[config.mk]
export PLATFORM = sky130hd
export DESIGN_NAME = direct_speed_mode_transfer
export DESIGN_NICKNAME = d
export VERILOG_FILES = /design/src/inc/speed_mode_pkg.sv /design/src/hdl/state_pacer.sv /design/src/hdl/settle_decode.sv /design/src/hdl/direct_speed_mode_transfer.sv
export SDC_FILE = /design/constraint.sdc
export NUM_CORES = 1
export LEC_CHECK = 0
export BUFFER_PORTS_ARGS = -buffer_cell sky130_fd_sc_hd__buf_2
export CORE_MARGIN = 4
export CORE_UTILIZATION = 60
export DETAILED_ROUTE_END_ITERATION = 12
export HOLD_SLACK_MARGIN = 0.02
export PLACE_DENSITY = 0.81
export SETUP_SLACK_MARGIN = 0.15
export SYNTH_ARGS = -nofsm -noshare
export SYNTH_HDL_FRONTEND = slang
export SYNTH_SLANG_ARGS = --single-unit
[constraint.sdc]
create_clock -name clk -period 3.9 [get_ports clk]
set_clock_uncertainty 0.1 [all_clocks]
set_input_delay 0 -clock clk [delete_from_list [all_inputs] [get_ports clk]]
set_output_delay 0 -clock clk [all_outputs]
set_load 0.02 [all_outputs]
[src/inc/speed_mode_pkg.sv]
package speed_mode_pkg;

  // ----------------------------------------------------------------
  // Program-executing and halted power modes
  // ----------------------------------------------------------------
  typedef enum logic [2:0] {
    MODE_HIGH,
    MODE_MEDIUM,
    MODE_SUBACTIVE,
    MODE_SLEEP,
    MODE_WATCH,
    MODE_STANDBY,
    MODE_SUBSLEEP
  } power_mode_e;

  // ----------------------------------------------------------------
  // Clock ratios and state counts
  // ----------------------------------------------------------------
  localparam int MEDIUM_DIVIDE = 8;
  localparam int SLEEP_INSN_STATES = 2;
  localparam int INTERNAL_STATES = 1;
  localparam int EXCEPTION_STATES = 14;
  localparam int SUB_DIVIDE_DEFAULT = 8;
  localparam int WAIT_WIDTH = 18;
  localparam logic [17:0] WAIT_STATES_0 = 18'h02000;
  localparam logic [17:0] WAIT_STATES_1 = 18'h04000;
  localparam logic [17:0] WAIT_STATES_2 = 18'h08000;
  localparam logic [17:0] WAIT_STATES_3 = 18'h10000;
  localparam logic [17:0] WAIT_STATES_4 = 18'h20000;
  localparam int SETTLE_SEL_TOP = 2;

endpackage : speed_mode_pkg

[src/hdl/state_pacer.sv]
// Emits one state tick every DIVIDE clocks while running; restarts on clear.
module state_pacer #(
  parameter int WIDTH = 8
) (
  // Clock and reset.
  input wire logic clk,
  input wire logic reset_n,
  // Control.
  input wire logic clear,
  input wire logic [WIDTH-1:0] divide,
  // Tick out.
  output logic tick
);

  logic [WIDTH-1:0] count_r;
  logic [WIDTH-1:0] count_nxt;

  // Count up to the end of one state; a divide of zero acts as one.
  always_comb begin
    count_nxt = count_r + 1'b1;
    tick = (count_r + 1'b1 >= divide);
    if (clear || tick) begin
      count_nxt = '0;
    end
  end

  // Counter register.
  always_ff @(posedge clk or negedge reset_n) begin
    if (!reset_n) begin
      count_r <= '0;
    end else begin
      count_r <= count_nxt;
    end
  end

endmodule : state_pacer

[src/hdl/settle_decode.sv]
// Maps the three-bit settling wait field onto a state count.
module settle_decode (
  // Field in.
  input wire logic [2:0] settlingWaitSelect,
  // Count out.
  output logic [speed_mode_pkg::WAIT_WIDTH-1:0] waitStates
);

  // Any code with the top bit set selects the longest wait.
  always_comb begin
    if (settlingWaitSelect[speed_mode_pkg::SETTLE_SEL_TOP]) begin
      waitStates = speed_mode_pkg::WAIT_STATES_4;
    end else begin
      case (settlingWaitSelect[1:0])
        2'h0: waitStates = speed_mode_pkg::WAIT_STATES_0;
        2'h1: waitStates = speed_mode_pkg::WAIT_STATES_1;
        2'h2: waitStates = speed_mode_pkg::WAIT_STATES_2;
        default: waitStates = speed_mode_pkg::WAIT_STATES_3;
      endcase
    end
  end

endmodule : settle_decode

[src/hdl/direct_speed_mode_transfer.sv]
// How it works
// - Sleep with direct-transfer enable switches among running speed modes without halting.
// - After the direct change completes, direct-transfer interrupt exception handling starts.
// - Direct-transfer interrupt disabled: enter sleep or watch mode instead.
// - Global mask set: enter sleep or watch, and no interrupt releases it.
// - High-speed, selects 0/0/medium 1, enable 1: go medium via sleep.
// - Medium-speed, selects 0/0/medium 0, enable 1: go high via sleep.
// - High-speed, standby 1, low 1, enable 1, watch 1: go subactive via watch.
// - Medium-speed, same settings as go subactive via watch.
// - Subactive, standby 1, low 0, medium 0, watch 1: high after settling.
// - Subactive, standby 1, low 0, medium 1, watch 1: medium after settling.
// - Active to active: sleep plus internal on old clock, 14 states on new.
// - From subactive: sleep states on subclock, then wait plus 14 on new clock.
// - Medium-speed mode clocks the CPU at one eighth of high-speed.
// - Settling field selects 8192 to 65536 states, top bit set gives 131072.
module direct_speed_mode_transfer #(
  parameter int SUB_DIVIDE = speed_mode_pkg::SUB_DIVIDE_DEFAULT
) (
  // Clock and reset.
  input wire logic clk,
  input wire logic reset_n,
  // CPU side.
  input wire logic sleepExec,
  input wire logic exceptionDone,
  input wire logic wakeRequest,
  // Control bits.
  input wire logic directTransferEnable,
  input wire logic standbySelect,
  input wire logic lowSpeedSelect,
  input wire logic mediumSpeedSelect,
  input wire logic watchTimerSelect,
  input wire logic directIrqEnable,
  input wire logic globalIrqMask,
  input wire logic [2:0] settlingWaitSelect,
  // Status.
  output speed_mode_pkg::power_mode_e powerMode,
  output logic cpuRunning,
  output logic directIrqRequest,
  output logic [3:0] cpuClockDivide,
  output logic transferBusy
);

  // ----------------------------------------------------------------
  // Sequencer state
  // ----------------------------------------------------------------
  typedef enum logic [2:0] {
    SEQ_IDLE,
    SEQ_OLD_CLOCK,
    SEQ_SETTLE,
    SEQ_EXCEPTION,
    SEQ_HALTED
  } seq_e;

  seq_e seq_r;
  seq_e seq_nxt;
  speed_mode_pkg::power_mode_e mode_r;
  speed_mode_pkg::power_mode_e mode_nxt;
  speed_mode_pkg::power_mode_e target_r;
  speed_mode_pkg::power_mode_e target_nxt;
  logic [17:0] states_r;
  logic [17:0] states_nxt;
  logic [3:0] divide_r;
  logic [3:0] divide_nxt;
  logic irq_r;
  logic irq_nxt;
  logic locked_r;
  logic locked_nxt;
  // Remembers a start from subactive mode once mode_r has moved on to watch mode.
  logic fromSub_r;
  logic fromSub_nxt;
  logic tick;
  logic [17:0] waitStates;
  logic [3:0] pacerDivide;

  // ----------------------------------------------------------------
  // Helpers
  // ----------------------------------------------------------------
  settle_decode u_settle (
    .settlingWaitSelect(settlingWaitSelect),
    .waitStates(waitStates)
  );

  // The pacer runs at the divide for the mode now clocking the CPU.
  assign pacerDivide = divide_r;

  state_pacer #(.WIDTH(4)) u_pacer (
    .clk(clk),
    .reset_n(reset_n),
    .clear(seq_r != seq_nxt),
    .divide(pacerDivide),
    .tick(tick)
  );

  function automatic logic [3:0] divide_for(speed_mode_pkg::power_mode_e m);
    if (m == speed_mode_pkg::MODE_MEDIUM) begin
      return 4'(speed_mode_pkg::MEDIUM_DIVIDE);
    end else if (m == speed_mode_pkg::MODE_SUBACTIVE) begin
      return 4'(SUB_DIVIDE);
    end
    return 4'h1;
  endfunction : divide_for

  // ----------------------------------------------------------------
  // Next-state logic
  // ----------------------------------------------------------------
  always_comb begin
    logic active;
    logic sub;
    active = (mode_r == speed_mode_pkg::MODE_HIGH) || (mode_r == speed_mode_pkg::MODE_MEDIUM);
    sub = (mode_r == speed_mode_pkg::MODE_SUBACTIVE);
    seq_nxt = seq_r;
    mode_nxt = mode_r;
    target_nxt = target_r;
    states_nxt = states_r;
    divide_nxt = divide_r;
    irq_nxt = irq_r;
    locked_nxt = locked_r;
    fromSub_nxt = fromSub_r;
    case (seq_r)
      SEQ_IDLE: begin
        if (sleepExec && directTransferEnable) begin
          target_nxt = mode_r;
          if (active && !standbySelect && !lowSpeedSelect) begin
            target_nxt = mediumSpeedSelect ? speed_mode_pkg::MODE_MEDIUM
                                           : speed_mode_pkg::MODE_HIGH;
          end else if (active && standbySelect && lowSpeedSelect && watchTimerSelect) begin
            target_nxt = speed_mode_pkg::MODE_SUBACTIVE;
          end else if (sub && standbySelect && !lowSpeedSelect && watchTimerSelect) begin
            target_nxt = mediumSpeedSelect ? speed_mode_pkg::MODE_MEDIUM
                                           : speed_mode_pkg::MODE_HIGH;
          end
          if (target_nxt != mode_r && directIrqEnable && !globalIrqMask) begin
            states_nxt = 18'(speed_mode_pkg::SLEEP_INSN_STATES
                             + speed_mode_pkg::INTERNAL_STATES);
            seq_nxt = SEQ_OLD_CLOCK;
            fromSub_nxt = sub;
          end else begin
            // Halted entry chosen by the plain sleep decode.
            if (standbySelect && watchTimerSelect) begin
              mode_nxt = speed_mode_pkg::MODE_WATCH;
            end else if (standbySelect && !lowSpeedSelect && active) begin
              mode_nxt = speed_mode_pkg::MODE_STANDBY;
            end else if (!standbySelect && lowSpeedSelect && watchTimerSelect && sub) begin
              mode_nxt = speed_mode_pkg::MODE_SUBSLEEP;
            end else begin
              mode_nxt = speed_mode_pkg::MODE_SLEEP;
            end
            target_nxt = mode_r;
            locked_nxt = globalIrqMask;
            seq_nxt = SEQ_HALTED;
          end
        end
      end
      SEQ_OLD_CLOCK: begin
        // Remaining sleep states still run on the clock of the old mode. mode_r shows the halted mode
        // from the second cycle here, so where the transfer began is read from fromSub_r instead.
        mode_nxt = (target_r == speed_mode_pkg::MODE_SUBACTIVE || fromSub_r)
                   ? speed_mode_pkg::MODE_WATCH : speed_mode_pkg::MODE_SLEEP;
        if (tick) begin
          states_nxt = states_r - 18'h00001;
          if (states_r == 18'h00001) begin
            divide_nxt = divide_for(target_r);
            if (fromSub_r) begin
              states_nxt = waitStates;
              seq_nxt = SEQ_SETTLE;
            end else begin
              states_nxt = 18'(speed_mode_pkg::EXCEPTION_STATES);
              mode_nxt = target_r;
              irq_nxt = 1'b1;
              seq_nxt = SEQ_EXCEPTION;
            end
          end
        end
      end
      SEQ_SETTLE: begin
        // Oscillator settling is counted on the new system clock.
        if (tick) begin
          states_nxt = states_r - 18'h00001;
          if (states_r == 18'h00001) begin
            states_nxt = 18'(speed_mode_pkg::EXCEPTION_STATES);
            mode_nxt = target_r;
            irq_nxt = 1'b1;
            seq_nxt = SEQ_EXCEPTION;
          end
        end
      end
      SEQ_EXCEPTION: begin
        // Request holds until the CPU has spent its exception states and acknowledged.
        if (tick && states_r != 18'h00000) begin
          states_nxt = states_r - 18'h00001;
        end
        if (exceptionDone && states_r == 18'h00000) begin
          irq_nxt = 1'b0;
          seq_nxt = SEQ_IDLE;
        end
      end
      SEQ_HALTED: begin
        // A masked entry can only be left by reset.
        if (wakeRequest && !locked_r) begin
          mode_nxt = target_r;
          seq_nxt = SEQ_IDLE;
        end
      end
      default: begin
        seq_nxt = SEQ_IDLE;
      end
    endcase
  end

  // ----------------------------------------------------------------
  // State registers
  // ----------------------------------------------------------------
  always_ff @(posedge clk or negedge reset_n) begin
    if (!reset_n) begin
      seq_r <= SEQ_IDLE;
      mode_r <= speed_mode_pkg::MODE_HIGH;
      target_r <= speed_mode_pkg::MODE_HIGH;
      states_r <= 18'h00000;
      divide_r <= 4'h1;
      irq_r <= 1'b0;
      locked_r <= 1'b0;
      fromSub_r <= 1'b0;
    end else begin
      seq_r <= seq_nxt;
      mode_r <= mode_nxt;
      target_r <= target_nxt;
      states_r <= states_nxt;
      divide_r <= divide_nxt;
      irq_r <= irq_nxt;
      locked_r <= locked_nxt;
      fromSub_r <= fromSub_nxt;
    end
  end

  // Outputs come from registers; transferBusy and cpuRunning are decoded from seq_r and mode_r.
  assign powerMode = mode_r;
  assign directIrqRequest = irq_r;
  assign cpuClockDivide = divide_r;
  assign transferBusy = (seq_r != SEQ_IDLE) && (seq_r != SEQ_HALTED);
  assign cpuRunning = (mode_r == speed_mode_pkg::MODE_HIGH)
                   || (mode_r == speed_mode_pkg::MODE_MEDIUM)
                   || (mode_r == speed_mode_pkg::MODE_SUBACTIVE);

  // ----------------------------------------------------------------
  // Checks
  // ----------------------------------------------------------------
  AST_MASK_LOCKS: assert property (@(posedge clk) disable iff (!reset_n)
    (seq_r == SEQ_IDLE && sleepExec && directTransferEnable && globalIrqMask)
    |=> (seq_r == SEQ_HALTED && locked_r))
    else $error("masked direct transfer did not lock halted mode");
  AST_DISABLED_HALTS: assert property (@(posedge clk) disable iff (!reset_n)
    (seq_r == SEQ_IDLE && sleepExec && directTransferEnable && !directIrqEnable)
    |=> !cpuRunning && !irq_r)
    else $error("disabled direct transfer kept running");
  AST_HIGH_TO_MED: assert property (@(posedge clk) disable iff (!reset_n)
    (seq_r == SEQ_IDLE && mode_r == speed_mode_pkg::MODE_HIGH && sleepExec
     && directTransferEnable && !standbySelect && !lowSpeedSelect && mediumSpeedSelect
     && directIrqEnable && !globalIrqMask)
    |=> ##[1:4] (mode_r == speed_mode_pkg::MODE_MEDIUM && irq_r))
    else $error("high to medium direct transfer late");
  // Three old-clock states at a divide of eight end on the 24th edge after the take.
  AST_MED_TO_HIGH: assert property (@(posedge clk) disable iff (!reset_n)
    (seq_r == SEQ_IDLE && mode_r == speed_mode_pkg::MODE_MEDIUM && sleepExec
     && directTransferEnable && !standbySelect && !lowSpeedSelect && !mediumSpeedSelect
     && directIrqEnable && !globalIrqMask)
    |=> ##[22:26] (mode_r == speed_mode_pkg::MODE_HIGH && irq_r))
    else $error("medium to high direct transfer not on time");
  AST_TO_SUB: assert property (@(posedge clk) disable iff (!reset_n)
    (seq_r == SEQ_IDLE && (mode_r == speed_mode_pkg::MODE_HIGH
     || mode_r == speed_mode_pkg::MODE_MEDIUM) && sleepExec && directTransferEnable
     && standbySelect && lowSpeedSelect && watchTimerSelect
     && directIrqEnable && !globalIrqMask)
    |=> seq_r == SEQ_OLD_CLOCK ##1 mode_r == speed_mode_pkg::MODE_WATCH)
    else $error("active to subactive did not pass through watch mode");
  AST_SUB_SETTLES: assert property (@(posedge clk) disable iff (!reset_n)
    (seq_r == SEQ_OLD_CLOCK && fromSub_r)
    |=> (seq_r != SEQ_EXCEPTION && mode_r == speed_mode_pkg::MODE_WATCH))
    else $error("subactive exit skipped the settling wait");
  AST_OLD_DIVIDE: assert property (@(posedge clk) disable iff (!reset_n)
    (seq_r == SEQ_OLD_CLOCK) |-> $stable(divide_r))
    else $error("clock divide changed during the old-clock states");
  AST_MED_DIVIDE: assert property (@(posedge clk) disable iff (!reset_n)
    (mode_r == speed_mode_pkg::MODE_MEDIUM && seq_r == SEQ_EXCEPTION)
    |-> divide_r == 4'h8)
    else $error("medium mode divide wrong");
  AST_IRQ_RISE: assert property (@(posedge clk) disable iff (!reset_n)
    $rose(irq_r) |-> seq_r == SEQ_EXCEPTION && cpuRunning
                     && states_r == 18'(speed_mode_pkg::EXCEPTION_STATES))
    else $error("direct interrupt raised out of place");
  AST_IRQ_HOLDS: assert property (@(posedge clk) disable iff (!reset_n)
    (irq_r && !exceptionDone) |=> irq_r)
    else $error("direct interrupt dropped before the handler finished");
  AST_SETTLE_LOAD: assert property (@(posedge clk) disable iff (!reset_n)
    $rose(seq_r == SEQ_SETTLE) |-> states_r == $past(waitStates))
    else $error("settling wait not loaded");
  AST_LOCKED_STAYS: assert property (@(posedge clk) disable iff (!reset_n)
    (seq_r == SEQ_HALTED && locked_r) |=> seq_r == SEQ_HALTED)
    else $error("locked halt released");
  AST_SUB_WATCH: assert property (@(posedge clk) disable iff (!reset_n)
    (seq_r == SEQ_SETTLE) |-> mode_r == speed_mode_pkg::MODE_WATCH)
    else $error("settling not in watch mode");

endmodule : direct_speed_mode_transfer

==> results of run 1 <==
metrics by stage:
stage / hold slack [ps] / setup slack (ps) / total power, mW
after floorplan: -396 / 1190 / 1.56
after global routing: 74.3 / 638 / 2.26
after CTS: 20.1 / 898 / 2.09
final: 25.3 / 846 / 2.10
after global placement: 26.6 / 1000 / 1.79
after detailed placement: 30.1 / 922 / 1.81
report_power, final:
part	switching (mW)	internal, mW	leakage (nW)
Clock	0.137	0.125	0.0422
Combinational	0.676	0.432	0.664
Sequential	0.223	0.509	0.464
sequential cells by signal, indices dropped and copies added (netlist names):
signal	flops
locked_r	1
powerMode	3
seq_r	3
target_r	3
states_r	18
directIrqRequest	1
fromSub_r	1
cpuClockDivide	2
u_pacer.count_r	4
cells by family (layout without fill, tap and decap cells):
logic type               after synthesis  in the layout  share of synthesized area (%)
AND/OR/NAND/NOR                      118            118                           25.9
AO/OA/AOI/OAI                         87             87                           24.8
flip-flops                            36             36                           35.9
buffers and inverters                 26             47                           5.23
multiplexers                           7              7                           3.04
adder cells (fa/ha/maj)                6              6                           2.89
XOR/XNOR                               6              6                           2.09
other                                  1              2                          0.149
path summary, 6_finish.rpt:
check | startpoint | end | slack [ps] | depth (start not counted)
min in group asynchronous | reset_n | cpuClockDivide[3] | 210 | 2
max | states_r[0] | states_r[6] | 850 | 8
max reg2reg | states_r[0] | states_r[6] | 850 | 8
min reg2reg | cpuClockDivide[0] | cpuClockDivide[0] | 390 | 2
max in group asynchronous | reset_n | powerMode[1] | 2990 | 2
min | settlingWaitSelect[1] | states_r[14] | 30 | 4
final cells by class:
type	instances	area (µm²)	share of cell area, %
Sequential cell	36	902	32.9
Timing Repair Buffer	28	168	6.12
Clock buffer	7	76.3	2.79
Inverter	11	41.3	1.51
Tap cell	50	62.6	2.28
Multi-Input combinational cell	226	1480	54.2
Clock inverter	1	5.00	0.183
worst max-delay path: cells and delay by family, from the launching register on:
kind                       cells  cell delay, ps
buffers and inverters          1             100
adders and majority gates      1             200
AOI/OAI and AO/OA              2             860
DFF                            1             440
and+or+nand+nor                4            1240
layer usage:
metal,share of wire (%),up-vias
met3,6.9,10
met4,1.6,0
li1,-,1109
met5,0,-
met2,45,105
met1,47,1106
placed cells by master (no fill, tap or decap), drive strengths merged, types with 6 or more instances in the layout:
master | Yosys | final
dfrtp | 35 | 35
nor2 | 31 | 31
buf | 7 | 23
nor3 | 16 | 16
clkbuf | 8 | 7
a21oi | 19 | 19
nand2 | 21 | 21
o21ai | 26 | 26
a221oi | 8 | 8
o31ai | 6 | 6
inv | 11 | 11
timing repair:
action,CTS,global route
hold buffers,5,0
buffers inserted,0,0
hold endpoints to repair,41,0
==> results.md, run 1 <==
* Ys async rst share at 100%
* Met1 Use GR at 35.3%
* Ys flop type: dfrtp_1
* First-pass DRT Iterations at 6
* Initial drt markers at 285
* Max Slew Vio Count at 0
* Setup TNS at 0 ps
* Largest net degree at the start of global routing at 37
* WS Path Type: reg -> reg
* Peak supply drop at 430 µV
* Final Hold Vio Count at 0
* Synth top area share at 34.8%
* Worst hold path class: in -> reg
* Crit path top cell by count: nor2_1
* Worst skew pair latency at 300 ps
* DP HPWL at 4.32 mm
* Initial antenna violation count at 0
* CTS Sinks at 36
* Vias in the first global route at 2132
* Most frequent cell after synthesis: dfrtp_1
* GPL Wtd Cong at 0.893
* Fmax at 327 MHz
* Synth Register Bits at 36
* Busiest grt layer: met2
* Post-Layout Cell Count at 359
* Top post-synthesis cells by area: dfrtp_1, nor2_1, a21oi_1
* CORE AREA at 4030 µm²
* Buffers added on ports at 22
* Vias/cell at 6.49
* Die W at 72.7 µm
* Wire per inst at 16.7 µm
* CP max stage cell: a221o_1
* Worst Setup End Kind: flop
* Synth warnings at 0
* Nets@finish at 328
* Worst Path Arrival at 3140 ps
* Synthesized cell area at 2510 µm²
* Sequential area share after synthesis at 35.9%
* Max-cap violations at 0
* CTS tree: done
* Layout fillers at 339
* Most frequent cells after synthesis: dfrtp_1, nor2_1, nand2_1, a21oi_1, nor3_1
* Std-Cell Rows at 23
* Layout cells sized above 1 at 17.8%
* Root Buffer: clkbuf_8
* Vias at 2330
* Post-route design area at 2740 µm²
* Die H at 72.7 µm
* Die Area at 5290 µm²
* Met2 usage at 36.3%
* CTS clk-pin slew, worst paths at 70 ps
* CP startpoint kind: flop
* H-tree depth at 2
* Cells after synthesis at 287
* Routed WL at 6.01 mm
* Power per cell area at 768 nW/µm²
* Unrepaired setup endpoints after global routing: no
* Syn_area_per_cell at 8.76 µm²
* Number of library cell types mapped by synthesis at 66
* Worst path cell trace: inv_1 > ha_1 > or3b_2 > nor2_1 > and2_1 > a221o_1 > nor2_1 > a32o_1
* CP Data Required Time at 3990 ps
* Post-cts sizing count at 0
* Period utilization at 78.3%
* End-of-flow core utilization at 68.0%
* Outcome: complete, no violations
* Critical path's largest stage delay at 550 ps
* ANT cells at 0
* Post-DRT Antenna Nets at 0
* First-pass GRT wire length at 10.1 mm
* Area grow syn2layout at 8.96%
* Placed cells at 346
* Post-synth EDFFs at 0
* Met3 GRT Util at 4.96%
* Cts bufs inserted at 5
* Leakage at 1.17 nW
* Io pins at 25
* Deepest clock path buffer count at 2
* Yosys top cell by area: dfrtp_1
* Largest fanout on the critical path at 18
* Final setup viols at 0
* DP Area at 2610 µm²
* Grt ovf at 0
* Initial Utilization at 62.4%
* Max transition margin at 48.2%
* DRC at 0
* Final Critical Period at 3050 ps
* Slew @ Worst Pin at 777 ps
* GRT Total Usage at 24.5%
(Power assumes the default switching activity.)
==> run 2: changes to the inputs <==
--- a/config.mk
+++ b/config.mk
@@ -7,10 +7,10 @@
 export LEC_CHECK = 0
 export BUFFER_PORTS_ARGS = -buffer_cell sky130_fd_sc_hd__buf_2
 export CORE_MARGIN = 4
-export CORE_UTILIZATION = 60
+export CORE_UTILIZATION = 53
 export DETAILED_ROUTE_END_ITERATION = 12
 export HOLD_SLACK_MARGIN = 0.02
-export PLACE_DENSITY = 0.81
+export PLACE_DENSITY = 0.76
 export SETUP_SLACK_MARGIN = 0.15
 export SYNTH_ARGS = -nofsm -noshare
 export SYNTH_HDL_FRONTEND = slang
==> constraint.sdc (replaced) <==
create_clock -name clk -period 2.6 [get_ports clk]
set_clock_uncertainty 0.1 [all_clocks]
set_input_delay 0 -clock clk [delete_from_list [all_inputs] [get_ports clk]]
set_output_delay 0 -clock clk [all_outputs]
set_load 0.02 [all_outputs]
==> run 2 against run 1 <==
The run now ends with setup timing left. Die area grew 12%. Sequential power up 32%. Worst setup slack worse by 960 ps. Flip-flop and latch count did not move. Cell count grew 18%. Largest power group unchanged.
==> results.md, run 2 (same netlist as run 1, synthesis figures left out) <==
* Outcome: finished, violations left
* Failing checks: setup timing
* Slew @ Worst Pin at 824 ps
* Die W at 76.9 µm
* Max Slew Vio Count at 0
* DP HPWL at 4.96 mm
* Die H at 76.9 µm
* Worst Setup End Kind: flop
* Vias at 2726
* Worst Path Arrival at 2850 ps
* Pint at 2.33 mW
* Unrepaired setup endpoints after global routing: yes
* Worst hold path class: in -> reg
* CP startpoint kind: flop
* Vias/cell at 6.46
* Area grow syn2layout at 35.7%
* Top reg by flops: states_r
* Layout cells sized above 1 at 36.8%
* Fmax at 369 MHz
* Routed WL at 7.74 mm
* CP Data Required Time at 2740 ps
* Io pins at 25
* Root Buffer: clkbuf_8
* Std-Cell Rows at 24
* Max reg flops at 18
* R2r setup slk at -110 ps
* Post-DRT Antenna Nets at 0
* DRC at 0
* Largest net degree at the start of global routing at 37
* Largest fanout on the critical path at 4
* CORE AREA at 4470 µm²
* Buffers added on ports at 22
* WS Path Type: reg -> reg
* Post-Layout Cell Count at 422
* Initial antenna violation count at 0
* CTS Sinks at 36
* Deepest clock path buffer count at 2
* Initial Utilization at 56.2%
* Final Hold Vio Count at 0
* Commonest non-fill, non-tap cell in the layout: buf_4
* Max transition margin at 45.1%
* Nets@finish at 389
* ANT cells at 0
* Die Area at 5910 µm²
* Final Critical Period at 2710 ps
* Leakage at 1.53 nW
* Worst skew pair latency at 290 ps
* H-tree depth at 2
* CTS tree: done
* Most frequent cells in the layout: buf_4, dfrtp_1, nor2_1, buf_2, nand2_1
* Power per cell area at 1240 nW/µm²
* Max-cap violations at 0
* Sw power at 1.91 mW
* Final setup margin at -113 ps
* Top Registers: states_r (18), u_pacer.count_r (4)
* Initial drt markers at 251
* Sw frac at 45.1%
* Peak supply drop at 806 µV
* Wire per inst at 18.3 µm
* First-pass GRT wire length at 12.4 mm
* DP Area at 3010 µm²
* Vias in the first global route at 2566
* Clock share of power at 13.1%
* Period utilization at 104%
* WHS at 61.2 ps
* Cts bufs inserted at 5
* Placed cells at 399
* Post-route design area at 3410 µm²
* Reg power frac at 22.7%
* Comb power frac at 64.2%
* First-pass DRT Iterations at 6
* CTS clk-pin slew, worst paths at 80 ps
* Final setup viols at 15
* GPL Wtd Cong at 0.946
* Grt ovf at 0
* GRT Total Usage at 26.0%
* Design Power at 4.24 mW
==> run 2: changes by cell type in the layout (fill, tap and decap cells not counted), sizes merged <==
cell | previous run | this run
clkinv | 1 | 0
dlygate4sd3 | 5 | 6
bufinv | 0 | 1
buf | 23 | 83
==> run 2: area by class of cell <==
type,count,area (µm²)
Clock buffer,7,96.3
Clock inverter,1,30.0
Fill cell,267,1060
Inverter,11,41.3
Multi-Input combinational cell,226,1630
Sequential cell,36,902
Tap cell,52,65.1
Timing Repair Buffer,89,651
==> run 2: what timing repair did <==
item                       4_1_cts  5_1_grt
hold endpoints to repair        41        0
pin swaps                        4        3
setup buffers                    8        0
setup endpoints to repair       29       28
hold buffers                     6        0
cloned                           1        0
resized for setup               18       14
==> run 2: critical path, cell delays in order (launching register included) <==
cell and delay [ps]:
dfrtp_1 410, buf_4 160, ha_4 230, or4b_4 500, o22a_1 220, buf_6 140, and3_4 150, or4_1 490
nand3_1 90, mux2_2 160
==> run 2: per-stage QoR <==
step / utilization [%] / TNS [ps] / setup slack (ps)
after global routing: 76.2 / -2220 / -162
after global placement: 67.2 / -461 / -142
after CTS: 74.9 / -36.1 / -34.4
after detailed placement: 67.2 / -1390 / -228
final: 76.2 / -616 / -113
after floorplan: - / -45.1 / -45.1
==> run 2: power by group through the flow <==
stage               sequential [mW]  clock, mW  combinational [mW]
finish                        0.964      0.554                2.72
floorplan                      1.03          0                1.35
global route                  0.995      0.586                2.94
CTS                           0.953      0.558                2.51
detailed placement            0.970          0                2.29
global placement              0.958          0                2.26
==> run 2: routing by layer <==
metal | wire (µm) | vias up | track usage, %
li1 | - | 1238 | -
met1 | 3200 | 1269 | 34.3
met2 | 3510 | 182 | 41.1
met3 | 704 | 37 | 5.39
met4 | 334 | 0 | 11.4
met5 | 0 | - | 0
==> run 2: final timing paths <==
path | startpoint | end | cells past startpoint
setup / recovery | u_pacer.count_r[0] | powerMode[0] | 9
hold / removal | mediumSpeedSelect | target_r[0] | 4
setup reg to reg | u_pacer.count_r[0] | powerMode[0] | 9
hold reg to reg | states_r[16] | states_r[16] | 2
max in group asynchronous | reset_n | u_pacer.count_r[3] | 2
min in group asynchronous | reset_n | powerMode[1] | 2
==> run 3: changes to the inputs <==
--- a/config.mk
+++ b/config.mk
@@ -5,9 +5,10 @@
 export SDC_FILE = /design/constraint.sdc
 export NUM_CORES = 1
 export LEC_CHECK = 0
+export ABC_AREA = 1
 export BUFFER_PORTS_ARGS = -buffer_cell sky130_fd_sc_hd__buf_2
 export CORE_MARGIN = 4
-export CORE_UTILIZATION = 53
+export CORE_UTILIZATION = 54
 export DETAILED_ROUTE_END_ITERATION = 12
 export HOLD_SLACK_MARGIN = 0.02
 export PLACE_DENSITY = 0.76
==> run 3 against run 2 <==
The flow now finishes without violations. Non-clock buffer count is 58 lower. Worst hold slack worse by 33 ps. Fmax rose by 21%. Critical path depth rose by 7. Cell count up 19%. Sequential share of layout area increased by 2.9 points. Clock-buffer cell count decreased by 2. Total power fell by 36%. Core utilization is 13 points lower.
==> results.md, run 3 <==
* Die W at 79.1 µm
* Worst Path Arrival at 2340 ps
* DP HPWL at 4.57 mm
* Slew @ Worst Pin at 811 ps
* Synthesized cell area at 2730 µm²
* Final Critical Period at 2250 ps
* DP Area at 2880 µm²
* Commonest non-fill, non-tap cell in the layout: nand2_1
* Period utilization at 86.5%
* Initial antenna violation count at 0
* Worst path depth at 16
* Reg-to-Reg End: states_r[11]
* Cells after synthesis at 402
* Vias/cell at 5.17
* Synth warnings at 0
* First-pass GRT wire length at 10.7 mm
* Io pins at 25
* Std-Cell Rows at 25
* Die H at 79.1 µm
* Routed WL at 6.03 mm
* Deepest clock path buffer count at 2
* End-of-flow core utilization at 63.7%
* Critical path's largest stage delay at 420 ps
* Peak supply drop at 432 µV
* Syn_area_per_cell at 6.79 µm²
* Vias in the first global route at 2544
* DRC at 0
* Post-DRT Antenna Nets at 0
* Number of library cell types mapped by synthesis at 35
* Top post-synthesis cells by area: dfrtp_1, nand2_1, nand3_1
* Outcome: complete, no violations
* H-tree depth at 2
* Synth top area share at 32.1%
* Synth Register Bits at 36
* Max transition margin at 45.9%
* Crit path capture: states_r[11]
* First-pass DRT Iterations at 4
* GRT Total Usage at 21.0%
* Vias at 2592
* Placed cells at 485
* Top Registers: states_r (18), u_pacer.count_r (4)
* Top reg by flops: states_r
* Worst path cell trace: inv_1 > ha_1 > nand2_1 > nor2_2 > nand2_2 > nor2_4 > nand2_2 > nor2_1 > nand2_1 > nand2_1 > nand2_1 > nand3_2 > nor2_4 > buf_4 > nand3_1 > nand2_1
* CP startpoint kind: flop
* R2r worst-path depth at 16
* Yosys top cell by area: dfrtp_1
* Max reg flops at 18
* Most frequent cells after synthesis: nand2_1, nor2_1, inv_1, dfrtp_1, nand3_1
* CORE AREA at 4820 µm²
* Final Hold Vio Count at 0
* Wire per inst at 12.0 µm
* Leakage at 1.60 nW
* Power per cell area at 887 nW/µm²
* Ys flop type: dfrtp_1
* Crit-path leading delay family: simple AND/OR/NAND/NOR gates
* Worst skew pair latency at 300 ps
* WS Path Type: reg -> reg
* Crit path top cell by count: nand2_1
* Crit. Startpoint: states_r[0]
* Grt ovf at 0
* Min-delay src: directTransferEnable
* CP max stage cell: dfrtp_1
* R2r setup slk at 350 ps
* Layout cells sized above 1 at 18.7%
* Post-synth EDFFs at 0
* Post-route design area at 3070 µm²
* R2R Path Start: states_r[0]
* CTS clk-pin slew, worst paths at 70 ps
* Max-cap violations at 0
* Initial drt markers at 134
* Buffers added on ports at 22
* Unrepaired setup endpoints after global routing: no
* Largest fanout on the critical path at 11
* Worst hold path class: in -> reg
* Design Power at 2.72 mW
* Sequential area share after synthesis at 33.1%
* Most frequent cell after synthesis: nand2_1
* CP Data Required Time at 2690 ps
* CTS tree: done
* Die Area at 6250 µm²
* Post-Layout Cell Count at 501
* Largest net degree at the start of global routing at 37
* Initial Utilization at 56.6%
* Fmax at 445 MHz
* Root Buffer: clkbuf_8
* Ys async rst share at 100%
* Worst Path Buf+Inv at 2
* Layout fillers at 470
* Max Slew Vio Count at 0
* ANT cells at 0
* Final setup viols at 0
* CTS Sinks at 36
* GPL Wtd Cong at 0.949
* Cts bufs inserted at 5
* Setup TNS at 0 ps
* Most frequent cells in the layout: nand2_1, inv_1, nor2_1, dfrtp_1, nand3_1
* Area grow syn2layout at 12.5%
* Worst Setup End Kind: flop
* Nets@finish at 453
## run 3: changes by cell type after synthesis, moves of 9 or more
cell	previous run	this run
nand2_1	21	122
nor2_1	30	41
a21oi_1	19	8
inv_2	1	14
inv_1	10	40
nor2_2	0	9
nor3_1	14	3
nand3_1	4	31
## run 3: worst min-delay path: stages
cell and delay (ps):
buf_2 100, nand2_1 110, nor2_4 70, nand2_1 60, nand2_1 50
## run 3: cell type report
| class | count | area (µm²) | share of cell area, % |
|---|---|---|---|
| Sequential cell | 36 | 902 | 29.4 |
| Timing Repair Buffer | 31 | 195 | 6.36 |
| Clock inverter | 3 | 42.5 | 1.39 |
| Inverter | 55 | 206 | 6.73 |
| Multi-Input combinational cell | 304 | 1570 | 51.2 |
| Tap cell | 67 | 83.8 | 2.73 |
| Clock buffer | 5 | 68.8 | 2.24 |
## run 3: report_power, final
part	leakage [nW]	internal (mW)	switching, mW
Combinational	1.07	0.475	0.900
Sequential	0.476	0.688	0.157
Clock	0.0541	0.284	0.218
## run 3: how the worst min path moves through the flow
stage / cells past startpoint / end / slack [ps]
detailed placement: 1 / states_r[6] / 40
CTS: 5 / locked_r / 20
floorplan: 0 / cpuClockDivide[3] / -400
global placement: 1 / states_r[7] / 30
global route: 5 / locked_r / 70
finish: 5 / locked_r / 30
## run 3: stage by stage
| stage | hold WS (ps) | setup WS [ps] |
|---|---|---|
| after global placement | 28.4 | 338 |
| after CTS | 20.5 | 240 |
| after floorplan | -396 | 581 |
| final | 28.2 | 351 |
| after detailed placement | 39.3 | 240 |
| after global routing | 70.5 | 198 |
## run 3: cells by family (layout without fill, tap and decap cells)
group                    after synthesis  in the layout  synth area share, %
XOR/XNOR                              13             13                 4.17
AND/OR/NAND/NOR                      238            238                 41.0
other                                  1              2                0.137
flip-flops                            36             36                 33.1
AO/OA/AOI/OAI                         46             46                 9.67
buffers and inverters                 63             94                 9.63
adder cells (fa/ha/maj)                5              5                 2.29
## run 3: metal layers
| layer | wire length (µm) | vias to the layer above | GRT usage [%] | part of all wire (%) |
|---|---|---|---|---|
| met5 | 0 | - | 0 | 0 |
| met4 | 107 | 0 | 7.39 | 1.8 |
| met3 | 198 | 13 | 3.85 | 3.3 |
| met2 | 2970 | 53 | 37.1 | 49 |
| met1 | 2760 | 1179 | 25.6 | 46 |
| li1 | - | 1347 | - | - |
## run 3: timing repair
action | CTS | global route
endpoints found under the hold margin | 43 | 0
hold buffers | 7 | 0
resized for setup | 0 | 1
setup buffers | 0 | 1
endpoints found under the setup margin | 0 | 18
